<file path="config.mk">
export PLATFORM = sky130hd
export DESIGN_NAME = gdfs_top
export DESIGN_NICKNAME = d
export VERILOG_FILES = /design/src/inc/gdfs_pkg.sv /design/src/logic/gdfs_top.sv
export VERILOG_INCLUDE_DIRS = /design/src /design/src/inc
export SDC_FILE = /design/constraint.sdc
export NUM_CORES = 1
export LEC_CHECK = 0
export BUFFER_PORTS_ARGS = -buffer_cell sky130_fd_sc_hd__buf_2
export CAP_MARGIN = 10
export CORE_MARGIN = 5
export CORE_UTILIZATION = 52
export CTS_CLUSTER_DIAMETER = 60
export CTS_CLUSTER_SIZE = 12
export DETAILED_ROUTE_END_ITERATION = 7
export PLACE_DENSITY = 0.84
export SETUP_SLACK_MARGIN = 0.15
export SKIP_CTS_REPAIR_TIMING = 1
export SYNTH_ARGS = -nofsm -noshare
export SYNTH_HDL_FRONTEND = slang
export SYNTH_SLANG_ARGS = --single-unit
</file>
<file path="constraint.sdc">
create_clock -name ref_clk_i -period 3.4 [get_ports ref_clk_i]
set_input_delay 0.68 -clock ref_clk_i [delete_from_list [all_inputs] [get_ports ref_clk_i]]
set_output_delay 0.68 -clock ref_clk_i [all_outputs]
set_load 0.03 [all_outputs]
</file>
<file path="src/inc/gdfs_consts.svh">
// Constants for the gate driver fault supervisor
`ifndef GDFS_CONSTS_SVH
`define GDFS_CONSTS_SVH

// APB register byte addresses
`define GDFS_ADDR_CTRL 12'h000
`define GDFS_ADDR_STAT 12'h004
`define GDFS_ADDR_IRQ_STAT 12'h008
`define GDFS_ADDR_IRQ_MASK 12'h00C

// Control register fields
`define GDFS_CTRL_SW_CLEAR 0
`define GDFS_CTRL_FORCE_OFF 1
`define GDFS_CTRL_RESET 32'h0000_0000

// Status register fields
`define GDFS_STAT_FAULT 0
`define GDFS_STAT_READY 1
`define GDFS_STAT_LOCKOUT 2
`define GDFS_STAT_DRIVE 3
`define GDFS_STAT_CLAMP 4
`define GDFS_STAT_SOFT 5

// Interrupt bits
`define GDFS_IRQ_W 3
`define GDFS_IRQ_DESAT 0
`define GDFS_IRQ_LOCKOUT 1
`define GDFS_IRQ_READY_LOSS 2
`define GDFS_IRQ_RESET 3'h0

// Timing: blanking window and least soft shutdown time
`define GDFS_CLK_HZ 25000000
`define GDFS_BLANK_NS 3000
`define GDFS_BLANK_CYC ((`GDFS_BLANK_NS * 25 + 999) / 1000)
`define GDFS_SOFT_MIN_NS 200
`define GDFS_SOFT_MIN_CYC ((`GDFS_SOFT_MIN_NS * 25 + 999) / 1000)
`define GDFS_CNT_W 8

`endif

</file>
<file path="src/inc/gdfs_pkg.sv">
// Types of the gate driver fault supervisor
`default_nettype none
package gdfs_pkg;
  typedef enum logic [2:0] {
    GDFS_LOCKOUT,
    GDFS_RUN,
    GDFS_SOFT_OFF,
    GDFS_FAULT_HOLD
  } gdfs_state_t;

  typedef struct packed {
    logic [2:0] sync_a;
    logic [2:0] sync_b;
    logic [2:0] sync_c;
    logic [1:0] sync_d;
    gdfs_state_t state;
    logic [7:0] blank_cnt;
    logic [7:0] soft_cnt;
    logic drive;
    logic clamp;
    logic ready;
    logic fault_n_out;
    logic [1:0] ctrl;
    logic [2:0] irq_stat;
    logic [2:0] irq_mask;
    logic [31:0] prdata;
  } gdfs_regs_t;
endpackage
`default_nettype wire

</file>
<file path="src/logic/gdfs_top.sv">
// Fault supervisor and gate sequencing of an isolated gate driver
//
// The address map and the APB slave port were decided locally.
`include "gdfs_consts.svh"
`default_nettype none
module gdfs_top
  import gdfs_pkg::*;
#(
  parameter int BLANK_CYC = `GDFS_BLANK_CYC,
  parameter int SOFT_MIN_CYC = `GDFS_SOFT_MIN_CYC
) (
  input wire logic ref_clk_i,
  input wire logic reset_i,
  // APB slave
  input wire logic psel_i,
  input wire logic penable_i,
  input wire logic pwrite_i,
  input wire logic [11:0] paddr_i,
  input wire logic [31:0] pwdata_i,
  output logic [31:0] prdata_o,
  output logic pready_o,
  output logic pslverr_o,
  // Controller side pins
  input wire logic drive_pos_i,
  input wire logic drive_neg_i,
  input wire logic fault_clear_n_i,
  output logic fault_n_out_o,
  output logic fault_n_out_oe_n_o,
  output logic ready_o,
  output logic irq_o,
  // Supply lockout comparators (high = in lockout, hysteresis is analog)
  input wire logic input_side_supply_lockout_i,
  input wire logic driver_supply_lockout_i,
  // Driver side comparators
  input wire logic desat_sense_high_i,
  input wire logic gate_below_ref_i,
  // Gate drive controls
  output logic gate_pullup_out_o,
  output logic gate_pullup_weak_o,
  output logic gate_pulldown_out_o,
  output logic miller_clamp_o,
  output logic blanking_cap_charge_o,
  output logic blanking_cap_discharge_o
);

  gdfs_regs_t r_ff;
  gdfs_regs_t nxt_r;

  // Synchronised views; element [1] is the second stage
  logic pos_s;
  logic neg_s;
  logic clr_n_s;
  logic in_lock_s;
  logic drv_lock_s;
  logic desat_s;
  logic gate_low_s;
  logic cmd_high;
  logic acc;
  logic rd_istat;
  logic [2:0] events;

  // First two stages of the comparator synchronisers
  logic lock_in_q1;
  logic lock_drv_q1;
  logic desat_q1;
  logic lock_in_q0;
  logic lock_drv_q0;
  logic desat_q0;

  assign pos_s = r_ff.sync_a[1];
  assign neg_s = r_ff.sync_b[1];
  assign clr_n_s = r_ff.sync_c[1];
  assign in_lock_s = r_ff.sync_a[2];
  assign drv_lock_s = r_ff.sync_b[2];
  assign desat_s = r_ff.sync_c[2];
  assign gate_low_s = r_ff.sync_d[1];

  // Complementary input pair; software may also hold the gate off
  assign cmd_high = pos_s && !neg_s && !r_ff.ctrl[`GDFS_CTRL_FORCE_OFF];

  assign acc = psel_i && penable_i;
  assign rd_istat = acc && !pwrite_i && paddr_i == `GDFS_ADDR_IRQ_STAT;

  // Single-cycle access phase keeps the slave simple
  assign pready_o = 1'b1;
  assign pslverr_o = 1'b0;
  assign prdata_o = r_ff.prdata;

  always_comb begin
    nxt_r = r_ff;
    events = 3'h0;
    // Pin synchronisers are two-stage: stage 0 feeds only stage 1. The lockout
    // and desat comparators pass the separate q0/q1 flops into the spare
    // bit [2] of these vectors, a third stage; the gate comparator has its own pair in sync_d.
    nxt_r.sync_a = {1'b0, r_ff.sync_a[0], drive_pos_i};
    nxt_r.sync_b = {1'b0, r_ff.sync_b[0], drive_neg_i};
    nxt_r.sync_c = {1'b0, r_ff.sync_c[0], fault_clear_n_i};
    nxt_r.sync_d = {r_ff.sync_d[0], gate_below_ref_i};
    nxt_r.sync_a[2] = lock_in_q1;
    nxt_r.sync_b[2] = lock_drv_q1;
    nxt_r.sync_c[2] = desat_q1;

    unique case (r_ff.state)
      GDFS_LOCKOUT: begin
        // Pull-down unconditionally while driver supply is low
        nxt_r.drive = 1'b0;
        if (!drv_lock_s) begin
          nxt_r.state = GDFS_RUN;
        end
      end
      GDFS_RUN: begin
        nxt_r.drive = cmd_high;
        // Blanking counts only while the gate is on; off resets it
        if (!r_ff.drive) begin
          nxt_r.blank_cnt = '0;
        end else if (r_ff.blank_cnt < 8'(BLANK_CYC)) begin
          nxt_r.blank_cnt = r_ff.blank_cnt + 8'h01;
        end
        if (r_ff.drive && r_ff.blank_cnt >= 8'(BLANK_CYC) && desat_s) begin
          nxt_r.state = GDFS_SOFT_OFF;
          nxt_r.drive = 1'b0;
          nxt_r.soft_cnt = '0;
          nxt_r.fault_n_out = 1'b0;
          events[`GDFS_IRQ_DESAT] = 1'b1;
        end
      end
      GDFS_SOFT_OFF: begin
        // Weak pull-down only, until gate reaches the low reference and SOFT_MIN_CYC has elapsed
        if (r_ff.soft_cnt < 8'(SOFT_MIN_CYC)) begin
          nxt_r.soft_cnt = r_ff.soft_cnt + 8'h01;
        end
        if (gate_low_s && r_ff.soft_cnt >= 8'(SOFT_MIN_CYC)) begin
          nxt_r.state = GDFS_FAULT_HOLD;
        end
      end
      GDFS_FAULT_HOLD: begin
        // Held low whatever the inputs do; clear waits for desat gone
        nxt_r.drive = 1'b0;
        if ((!clr_n_s || r_ff.ctrl[`GDFS_CTRL_SW_CLEAR]) && !desat_s) begin
          nxt_r.state = GDFS_RUN;
          nxt_r.fault_n_out = 1'b1;
          nxt_r.blank_cnt = '0;
        end
      end
      default: nxt_r.state = GDFS_LOCKOUT;
    endcase

    // Driver lockout overrides every state, including a latched fault
    if (drv_lock_s) begin
      if (r_ff.state != GDFS_LOCKOUT) begin
        events[`GDFS_IRQ_LOCKOUT] = 1'b1;
      end
      nxt_r.state = GDFS_LOCKOUT;
      nxt_r.drive = 1'b0;
      nxt_r.blank_cnt = '0;
      nxt_r.fault_n_out = 1'b0;
    end else if (r_ff.state == GDFS_LOCKOUT) begin
      nxt_r.fault_n_out = 1'b1;
    end

    // Clamp engages only once the gate is below reference while off
    nxt_r.clamp = !nxt_r.drive && gate_low_s &&
                  nxt_r.state != GDFS_SOFT_OFF;

    nxt_r.ready = !in_lock_s && !drv_lock_s;
    if (r_ff.ready && !nxt_r.ready) begin
      events[`GDFS_IRQ_READY_LOSS] = 1'b1;
    end

    // APB writes; the clear bit is a one-shot request
    nxt_r.ctrl[`GDFS_CTRL_SW_CLEAR] = 1'b0;
    if (acc && pwrite_i) begin
      unique case (paddr_i)
        `GDFS_ADDR_CTRL: nxt_r.ctrl = pwdata_i[1:0];
        `GDFS_ADDR_IRQ_MASK: nxt_r.irq_mask = pwdata_i[2:0];
        default: ;
      endcase
    end

    // Read clears sticky bits, but a new event in the same cycle wins
    if (rd_istat) begin
      nxt_r.irq_stat = events;
    end else begin
      nxt_r.irq_stat = r_ff.irq_stat | events;
    end

    // Read data registered in the setup cycle, valid in access phase
    nxt_r.prdata = '0;
    if (psel_i && !penable_i && !pwrite_i) begin
      unique case (paddr_i)
        `GDFS_ADDR_CTRL: nxt_r.prdata[1:0] = r_ff.ctrl;
        `GDFS_ADDR_STAT: begin
          nxt_r.prdata[`GDFS_STAT_FAULT] = !r_ff.fault_n_out;
          nxt_r.prdata[`GDFS_STAT_READY] = r_ff.ready;
          nxt_r.prdata[`GDFS_STAT_LOCKOUT] = drv_lock_s;
          nxt_r.prdata[`GDFS_STAT_DRIVE] = r_ff.drive;
          nxt_r.prdata[`GDFS_STAT_CLAMP] = r_ff.clamp;
          nxt_r.prdata[`GDFS_STAT_SOFT] = r_ff.state == GDFS_SOFT_OFF;
        end
        `GDFS_ADDR_IRQ_STAT: nxt_r.prdata[2:0] = r_ff.irq_stat | events;
        `GDFS_ADDR_IRQ_MASK: nxt_r.prdata[2:0] = r_ff.irq_mask;
        default: ;
      endcase
    end
  end

  // Separate first/second stage flops; q1 is read only by the state copy
  always_ff @(posedge ref_clk_i) begin
    if (reset_i) begin
      lock_in_q0 <= 1'b1;
      lock_drv_q0 <= 1'b1;
      desat_q0 <= 1'b0;
      lock_in_q1 <= 1'b1;
      lock_drv_q1 <= 1'b1;
      desat_q1 <= 1'b0;
    end else begin
      lock_in_q0 <= input_side_supply_lockout_i;
      lock_drv_q0 <= driver_supply_lockout_i;
      desat_q0 <= desat_sense_high_i;
      lock_in_q1 <= lock_in_q0;
      lock_drv_q1 <= lock_drv_q0;
      desat_q1 <= desat_q0;
    end
  end

  // State register; reset models lockout on both sides
  always_ff @(posedge ref_clk_i) begin
    if (reset_i) begin
      r_ff <= '0;
      r_ff.sync_a[2] <= 1'b1;
      r_ff.sync_b[2] <= 1'b1;
      r_ff.sync_c[1] <= 1'b1;
      r_ff.state <= GDFS_LOCKOUT;
      r_ff.ctrl <= 2'h0;
      r_ff.irq_stat <= `GDFS_IRQ_RESET;
    end else begin
      r_ff <= nxt_r;
    end
  end

  // Open-drain fault pin: enable low means pulling low
  assign fault_n_out_o = 1'b0;
  assign fault_n_out_oe_n_o = r_ff.fault_n_out;
  assign ready_o = r_ff.ready;
  assign irq_o = |(r_ff.irq_stat & r_ff.irq_mask);

  // Gate stage decode: strong pull-up only when driving high
  assign gate_pullup_out_o = r_ff.drive && r_ff.state == GDFS_RUN;
  assign gate_pullup_weak_o = r_ff.state == GDFS_SOFT_OFF;
  assign gate_pulldown_out_o = !gate_pullup_out_o &&
                               r_ff.state != GDFS_SOFT_OFF;
  assign miller_clamp_o = r_ff.clamp;
  assign blanking_cap_charge_o = r_ff.drive;
  assign blanking_cap_discharge_o = !r_ff.drive;

endmodule // gdfs_top
`default_nettype wire

</file>
* Word-level counts from Yosys, hierarchy flattened
Index checks and enable logic that the tools add are counted.
Cells by class: $add $sub $neg 2, $lt $le $gt $ge 4, equal/unequal tests 14, muxes and demuxes 25, bitwise gates (word level) 6, reduce and logical (&&, ||, !) cells 49
Operators by type and width (count):
- case mux 8 bit (2 select lines) | 2
- equality test 12 x 4 -> 1 bit, second input constant | 2
- two-way mux 8 bit | 3
- two-way mux 11 bit | 2
- logical AND 1 bit | 18
- adder 8 x 1 -> 8 bit, second input constant | 2
- logical NOT 1 bit | 13
- equality test 12 x 3 -> 1 bit, second input constant | 1
- logical NOT 12 bit | 1
- case mux 3 bit (4 select lines) | 1
- two-way mux 1 bit | 9
- two-way mux 3 bit | 3
- two-way mux 9 bit | 1
- != test 3 bit, second input constant | 3
- AND reduction 3 bit | 3
- OR reduction 3 bit | 3
- >= comparator 8 x 3 -> 1 bit, second input constant | 1
- >= comparator 8 x 7 -> 1 bit, second input constant | 1
- less-than comparator 8 x 3 -> 1 bit, second input constant | 1
- less-than comparator 8 x 7 -> 1 bit, second input constant | 1
- case mux 2 bit (4 select lines) | 1
- equality test 3 x 2 -> 1 bit, second input constant | 2
- != test 3 x 2 -> 1 bit, second input constant | 2
- nonzero test 3 bit | 2
- other kinds (13) | 22
Word-level totals: register bits after elaboration 80, bits of input ports 56, logic and storage cells 124

* Longest topological paths before layout
Gate-level depths: netlist of run 1.
depth after elaboration 9, depth in mapped cells 7, gate-level depth less buffers 7

* Least setup slack after synthesis of run 1
OpenSTA, ideal clock, no wires.
kind register to output, start register r_ff[61] (netlist bit), end output gate_pulldown_out_o, arrival 1601 ps, data required time 2720 ps, path slack 1119 ps, stages on the path, launching flop included 5, buffers on the path 1, path through dfxtp_1 > buf_2 > or3b_1 > nor2_1 > nor2_1
Between the ends: cells in the longest elaborated chain, start to end 4
RTL lines:
- from (decl) | RTL line gdfs_top.sv:46 | gdfs_regs_t r_ff;
- from (signal assigned) | RTL line gdfs_top.sv:237 | r_ff <= nxt_r;
- equality test 3 x 1 -> 1 bit | RTL line gdfs_top.sv:248 | assign gate_pullup_out_o = r_ff.drive && r_ff.state == GDFS_RUN;
- logical AND 1 bit | RTL line gdfs_top.sv:248
- via gate_pullup_out_o | RTL line gdfs_top.sv:38 | output logic gate_pullup_out_o,
- logical NOT 1 bit | RTL line gdfs_top.sv:250 | assign gate_pulldown_out_o = !gate_pullup_out_o &&
- logical AND 1 bit | RTL line gdfs_top.sv:250
- to (decl) | RTL line gdfs_top.sv:40 | output logic gate_pulldown_out_o,
The timed path passes the listed nets, and every way through them passes these cells.

* Worst setup path after layout of run 1
start register r_ff[62] (netlist bit), end output gate_pulldown_out_o
Between the ends: cells in the longest elaborated chain, start to end 4
RTL lines (RTL line):
- equality test 3 x 1 -> 1 bit | gdfs_top.sv:248
- logical AND 1 bit | gdfs_top.sv:248
- logical NOT 1 bit | gdfs_top.sv:250
- logical AND 1 bit (*) | gdfs_top.sv:250
Mark *: on every way between the ends. The rest lies on a longest branch, timed or not.

==> metrics, run 1 <==
HPWL after detailed placement=3470 µm; Avg Synthesized Cell Area=9.05 µm²; worst-path maximum fanout=12; fillers=423; Top Ports=100; pin count of the biggest net entering global routing=36; sequential power share=56.3%; ranking of synthesized cells by area=dfxtp_1 43%, buf_4 11%, nor2_1 3.6%, nor2b_1 3.5%, a21oi_1 2.2%; PwrDens=431 nW/µm²; Core Box Area=4690 µm²; die area=6270 µm²; Worst EP arrival=1.67 ns; Crit. End Element=output pin; most frequent cell after synthesis=dfxtp_1; CTS tree=built; ys flop type=dfxtp_1; CTS root buffer=clkbuf_8; Clock transition at path regs=0.09 ns; max-cap viol count=0; Sw Share=23.5%; antenna cells=0; layout cell share with drive strength beyond 1=22.0%; Pins Over Slew Limit=0; synth unique cells=52; register bit total from synthesis=54; Post-route DRC=0; vias in the first global route=1712; hold slack=0.409 ns; Pwr Total=1.15 mW; Post-Synth Adder-Cell Area=2.01%; post-synth top area share=43.4%; Die Span X=79.2 µm; DR vias/cell=5.14; Post-synth ARST share=0%; Tmin final=2.35 ns; Final ANT Viol Nets=0; Post-Synth Simple-Gate Area=24.5%; mapped cell area=2490 µm²; Final Non-Filler Cells=363; Starting Density=53.1%; Max Clock Freq=425 MHz; Clock Skews=0.0105 ns; Post-synth top cells=54 x dfxtp_1, 35 x buf_4, 24 x nor2_1; initial DRC count=152; Worst Max-Slew Pin Slew=0.543 ns; Tightest Hold Check Type=flip-flop to flip-flop; P_leak=1.08 nW; XOR/XNOR Fraction of Synth Area=0.704%; initial antenna violation count=0; crit start category=flip-flop; Int Pwr=0.884 mW; Rows=25; final hold violations=0; Post-synth EDFFs=0; DIE HEIGHT=79.2 µm; fin crit share=69.2%; via count=1866; CTS Sinks=54; Post-Syn Instances=275; Placed Cells=355; Port Buffers=41; gpl congestion=0.834; DR pass1 iterations=4; Slew headroom=63.8%; clk_lat worst skew=0.31 ns; Yosys warnings=0; gr usage total=14.8%; Remaining Overflow, GRT=0; setup_tns=0 ns; CP Data Required Time=2.72 ns; leading area contributor after synthesis=dfxtp_1; Bufs on Longest Clock Path=2; first-pass GRT wire length=7490 µm; H-tree Lvls=2; sequential-to-total area share from yosys stat=43.4%; status=completed; combinational share of power=7.9%; # nets final=368; TritonCTS Buffers=5; power share of the clock group=35.8%; Detailed Route WL=4630 µm; Crit Path Class=flip-flop to output pin; # setup viols final=0; Peak VDD IR=0.266 mV; Compound-Gate Fraction of Synth Area=13.1%; area delta synth->final=7.69%; largest family of logic cells by synthesized area=simple AND/OR/NAND/NOR gates; Psw=0.271 mW; post-DR wirelength/cell=12.8 µm; RSZ-0062 raised after global routing=no; mux cell area share after synthesis=2.46%
[per-stage QoR]
| step | area [µm²] | setup slack, ns | util [%] |
|---|---|---|---|
| global route | 2680 | 0.944 | 57.1 |
| floorplan | 2590 | 1.12 | - |
| finish | 2680 | 1.05 | 57.1 |
| CTS | 2680 | 1.05 | 57.1 |
| global placement | 2570 | 1.31 | 54.8 |
| detailed placement | 2570 | 1.25 | 54.8 |
[layout make-up]
cell class | count | area (µm²) | share of cell area, %
multi-input combinational | 195 | 1180 | 43.9
sequential | 54 | 1080 | 40.3
timing repair buffer | 41 | 205 | 7.65
clock buffer | 5 | 68.8 | 2.57
tap | 54 | 67.6 | 2.52
inverter | 11 | 41.3 | 1.54
clock inverter | 3 | 40.0 | 1.49
[per-layer routing]
layer	wire length (µm)	up-vias	global-route usage, %
met5	0	-	0
met4	87	0	8.08
met3	298	10	3.29
met2	2260	59	25.3
met1	1980	852	17.2
li1	-	945	-
[critical path, stage by stage (launching register included)]
cell     delay [ns]
dfxtp_1        0.47
or3b_1         0.51
nor2_1         0.16
nor2_1         0.05
buf_2          0.19
[power groups by stage]
| stage | clock, mW | combinational [mW] | sequential [mW] |
|---|---|---|---|
| 2_1_floorplan | 0 | 0.0967 | 0.662 |
| 3_3_place_gp | 0 | 0.0887 | 0.664 |
| 3_5_place_dp | 0 | 0.0898 | 0.665 |
| 4_1_cts | 0.422 | 0.0902 | 0.650 |
| 5_1_grt | 0.445 | 0.0986 | 0.651 |
| 6_report | 0.414 | 0.0911 | 0.650 |
[worst paths after layout]
kind	from	endpoint	slack, ns	cells after the start
worst max-delay path	r_ff[62]$_SDFF_PP0_	gate_pulldown_out_o	1.05	4
worst min register to register	in_lock_s$_SDFF_PP1_	ready_o$_SDFF_PP0_	0.41	1
worst max register to register	r_ff[62]$_SDFF_PP0_	miller_clamp_o$_SDFF_PP0_	1.48	5
worst min-delay path	in_lock_s$_SDFF_PP1_	ready_o$_SDFF_PP0_	0.41	1
[cell families after synthesis]
family                   after synthesis
AO/OA/AOI/OAI                         46
adder cells (fa/ha/maj)                4
flip-flops                            54
buffers and inverters                 54
AND/OR/NAND/NOR                      107
other                                  2
multiplexers                           6
XOR/XNOR                               2
[cell usage in the layout, fill, tap and decap left out, types with 3 or more instances in the layout]
| cell | synthesis | final |
|---|---|---|
| nand2b_1 | 5 | 5 |
| mux2i_1 | 5 | 5 |
| ha_1 | 4 | 4 |
| clkbuf_8 | 0 | 5 |
| a31oi_1 | 3 | 3 |
| nor4_1 | 4 | 4 |
| or3_1 | 4 | 4 |
| buf_2 | 2 | 41 |
| nand2_1 | 13 | 13 |
| a21oi_1 | 11 | 11 |
| o21ai_0 | 10 | 10 |
| and2_1 | 6 | 6 |
| nor3_1 | 10 | 10 |
| conb_1 | 2 | 30 |
| dfxtp_1 | 54 | 54 |
| or2_2 | 8 | 8 |
| inv_1 | 10 | 10 |
| nor2_1 | 24 | 24 |
| nand3_1 | 5 | 5 |
| nor2b_1 | 14 | 14 |
[sequential cells by signal, indices dropped and copies added (netlist names)]
register               flops
lock_drv_q0                1
lock_in_q0                 1
ready_o                    1
desat_q1                   1
clr_n_s                    1
neg_s                      1
drv_lock_s                 1
in_lock_s                  1
blanking_cap_charge_o      1
gate_low_s                 1
prdata_o                   6
pos_s                      1
desat_q0                   1
fault_n_out_oe_n_o         1
miller_clamp_o             1
nxt_r                      4
r_ff                      27
lock_drv_q1                1
lock_in_q1                 1
desat_s                    1
Power figures use the tool's default switching activity.
==> run 2: changes to the inputs <==
- CORE_UTILIZATION: 52 -> 48
- PLACE_DENSITY: 0.84 -> 0.78
- clock period: 3.4 -> 2.2 ns (I/O delays scaled with it)
==> run 2 against run 1 <==
Against the previous run: clock power is 55% higher; worst setup slack worse by 0.79 ns; routed wire length is 3.6% lower; flip-flop and latch count stayed put; critical path depth stayed put; clock skew is 0.0014 ns higher; critical endpoint unchanged; largest power group unchanged.
==> metrics, run 2 (synthesis results as in run 1) <==
status=completed; fin crit share=88.3%; Tmin final=1.94 ns; # setup viols final=0; Biggest register=r_ff; Clock transition at path regs=0.08 ns; Rows=26; fillers=479; Crit Path Class=flip-flop to output pin; Critical R2R Launch=r_ff[52]$_SDFFE_PP0P_; DR pass1 iterations=4; delay-heaviest family, CP=simple AND/OR/NAND/NOR gates; worst r2r path cells=5; Final ANT Viol Nets=0; Final Cell Area=2740 µm²; Sw Share=23.3%; Tightest Hold Check Type=input port to flip-flop; sequential power share=56.2%; CP Data Required Time=1.76 ns; Remaining Overflow, GRT=0; Max Clock Freq=515 MHz; area delta synth->final=10.1%; R2R Path End=r_ff[57]$_SDFFE_PP0P_; r2r setup slk=0.31 ns; Worst Max-Slew Pin Slew=0.529 ns; WP buf/inv=1; final hold violations=0; Pwr Total=1.79 mW; max-cap viol count=0; leading cell types in the layout, fill and taps excluded=51 x dfxtp_1, 41 x buf_2, 30 x conb_1, 24 x nor2_1, 14 x nor2b_1; DR vias/cell=4.82; WHS Endpoint=lock_drv_q0$_SDFF_PP1_; Peak VDD IR=0.455 mV; worst-path maximum fanout=12; RSZ-0062 raised after global routing=no; # nets final=371; Psw=0.417 mW; gpl congestion=0.832; Starting Density=49.1%; HPWL after detailed placement=3510 µm; Crit. End Element=output pin; most used cell, CP=nor2_1; clk_lat worst skew=0.31 ns; Final Non-Filler Cells=382; footprint of the multi-input gates=1190 µm²; Pins Over Slew Limit=0; Bufs on Longest Clock Path=2; crit start category=flip-flop; most common cell after layout, fill and taps aside=dfxtp_1; H-tree Lvls=2; Detailed Route WL=4460 µm; combinational share of power=8.0%; PwrDens=652 nW/µm²; TritonCTS Buffers=5; Die Span X=82.0 µm; gr usage total=14.5%; first-pass GRT wire length=7490 µm; P_leak=1.09 nW; Worst EP arrival=1.50 ns; power share of the clock group=35.9%; Int Pwr=1.37 mW; Hold Crit Depth=2; CTS Sinks=54; layout cell share with drive strength beyond 1=24.0%; post-DR wirelength/cell=11.7 µm; CTS tree=built; CP peak stage delay=0.44 ns; DIE HEIGHT=82.0 µm; antenna cells=0; initial DRC count=91; Post-route DRC=0; Slew headroom=64.2%; pin count of the biggest net entering global routing=21; hold slack=0.312 ns; CTS root buffer=clkbuf_8; Placed Cells=374; Top Ports=100; Core Box Area=5070 µm²; Port Buffers=41; via count=1840; die area=6730 µm²; setup_tns=0 ns; slowest CP cell=or3b_4; initial antenna violation count=0; vias in the first global route=1700; min-delay src=driver_supply_lockout_i; Clock Skews=0.0119 ns; Register Area=1090 µm²; CP Cell Sequence=or3b_4 -> nor2_1 -> nor2_1 -> buf_2; Placement Cell Area=2620 µm²; max reg flops=27
run 2: cell count changes in the layout (fill, tap and decap cells not counted), sizes merged:
cell | previous run | this run
clkinvlp | 0 | 1
buf | 41 | 44
clkinv | 2 | 0
clkbuf | 5 | 6
run 2: through the flow:
stage | setup WS (ns) | util, %
floorplan | 0.159 | -
global placement | 0.354 | 51.5
detailed placement | 0.231 | 51.5
CTS | 0.0931 | 53.7
global route | 0.150 | 54.0
finish | 0.258 | 54.0
run 2: layer usage:
| layer | vias to the layer above | wire length [µm] | GRT usage, % | part of all wire (%) |
|---|---|---|---|---|
| met5 | - | 0 | 0 | 0 |
| met4 | 0 | 36 | 4.98 | 0.81 |
| met3 | 3 | 292 | 3.62 | 6.5 |
| met2 | 48 | 2190 | 24.5 | 49 |
| met1 | 836 | 1940 | 17.8 | 44 |
| li1 | 953 | - | - | - |
run 2: layout make-up:
type,instances,share of cell area [%]
repair buffers,44,8.31
clock inverters,2,1.37
well taps,70,3.19
inverters,11,1.51
multi-input cells,195,43.3
flip-flops and latches,54,39.7
clock buffers,6,2.65
run 2: power groups by stage:
stage                     clock (mW)  combinational (mW)  sequential [mW]
final                          0.642               0.143             1.00
after global routing           0.704               0.157             1.01
after CTS                      0.665               0.141             1.00
after detailed placement           0               0.141             1.03
after global placement             0               0.139             1.03
after floorplan                    0               0.149             1.02
run 2: how the worst max path moves through the flow:
stage / start / endpoint / slack, ns / cells past startpoint
2_1_floorplan: r_ff[61]$_SDFF_PP0_ / gate_pulldown_out_o / 0.16 / 4
3_3_place_gp: paddr_i[1] / r_ff[33]$_SDFFE_PP0P_ / 0.35 / 6
3_5_place_dp: paddr_i[1] / r_ff[34]$_SDFFE_PP0P_ / 0.23 / 6
4_1_cts: r_ff[62]$_SDFF_PP0_ / gate_pulldown_out_o / 0.09 / 4
5_1_grt: r_ff[60]$_SDFF_PP0_ / gate_pulldown_out_o / 0.15 / 4
6_report: r_ff[62]$_SDFF_PP0_ / gate_pulldown_out_o / 0.26 / 4
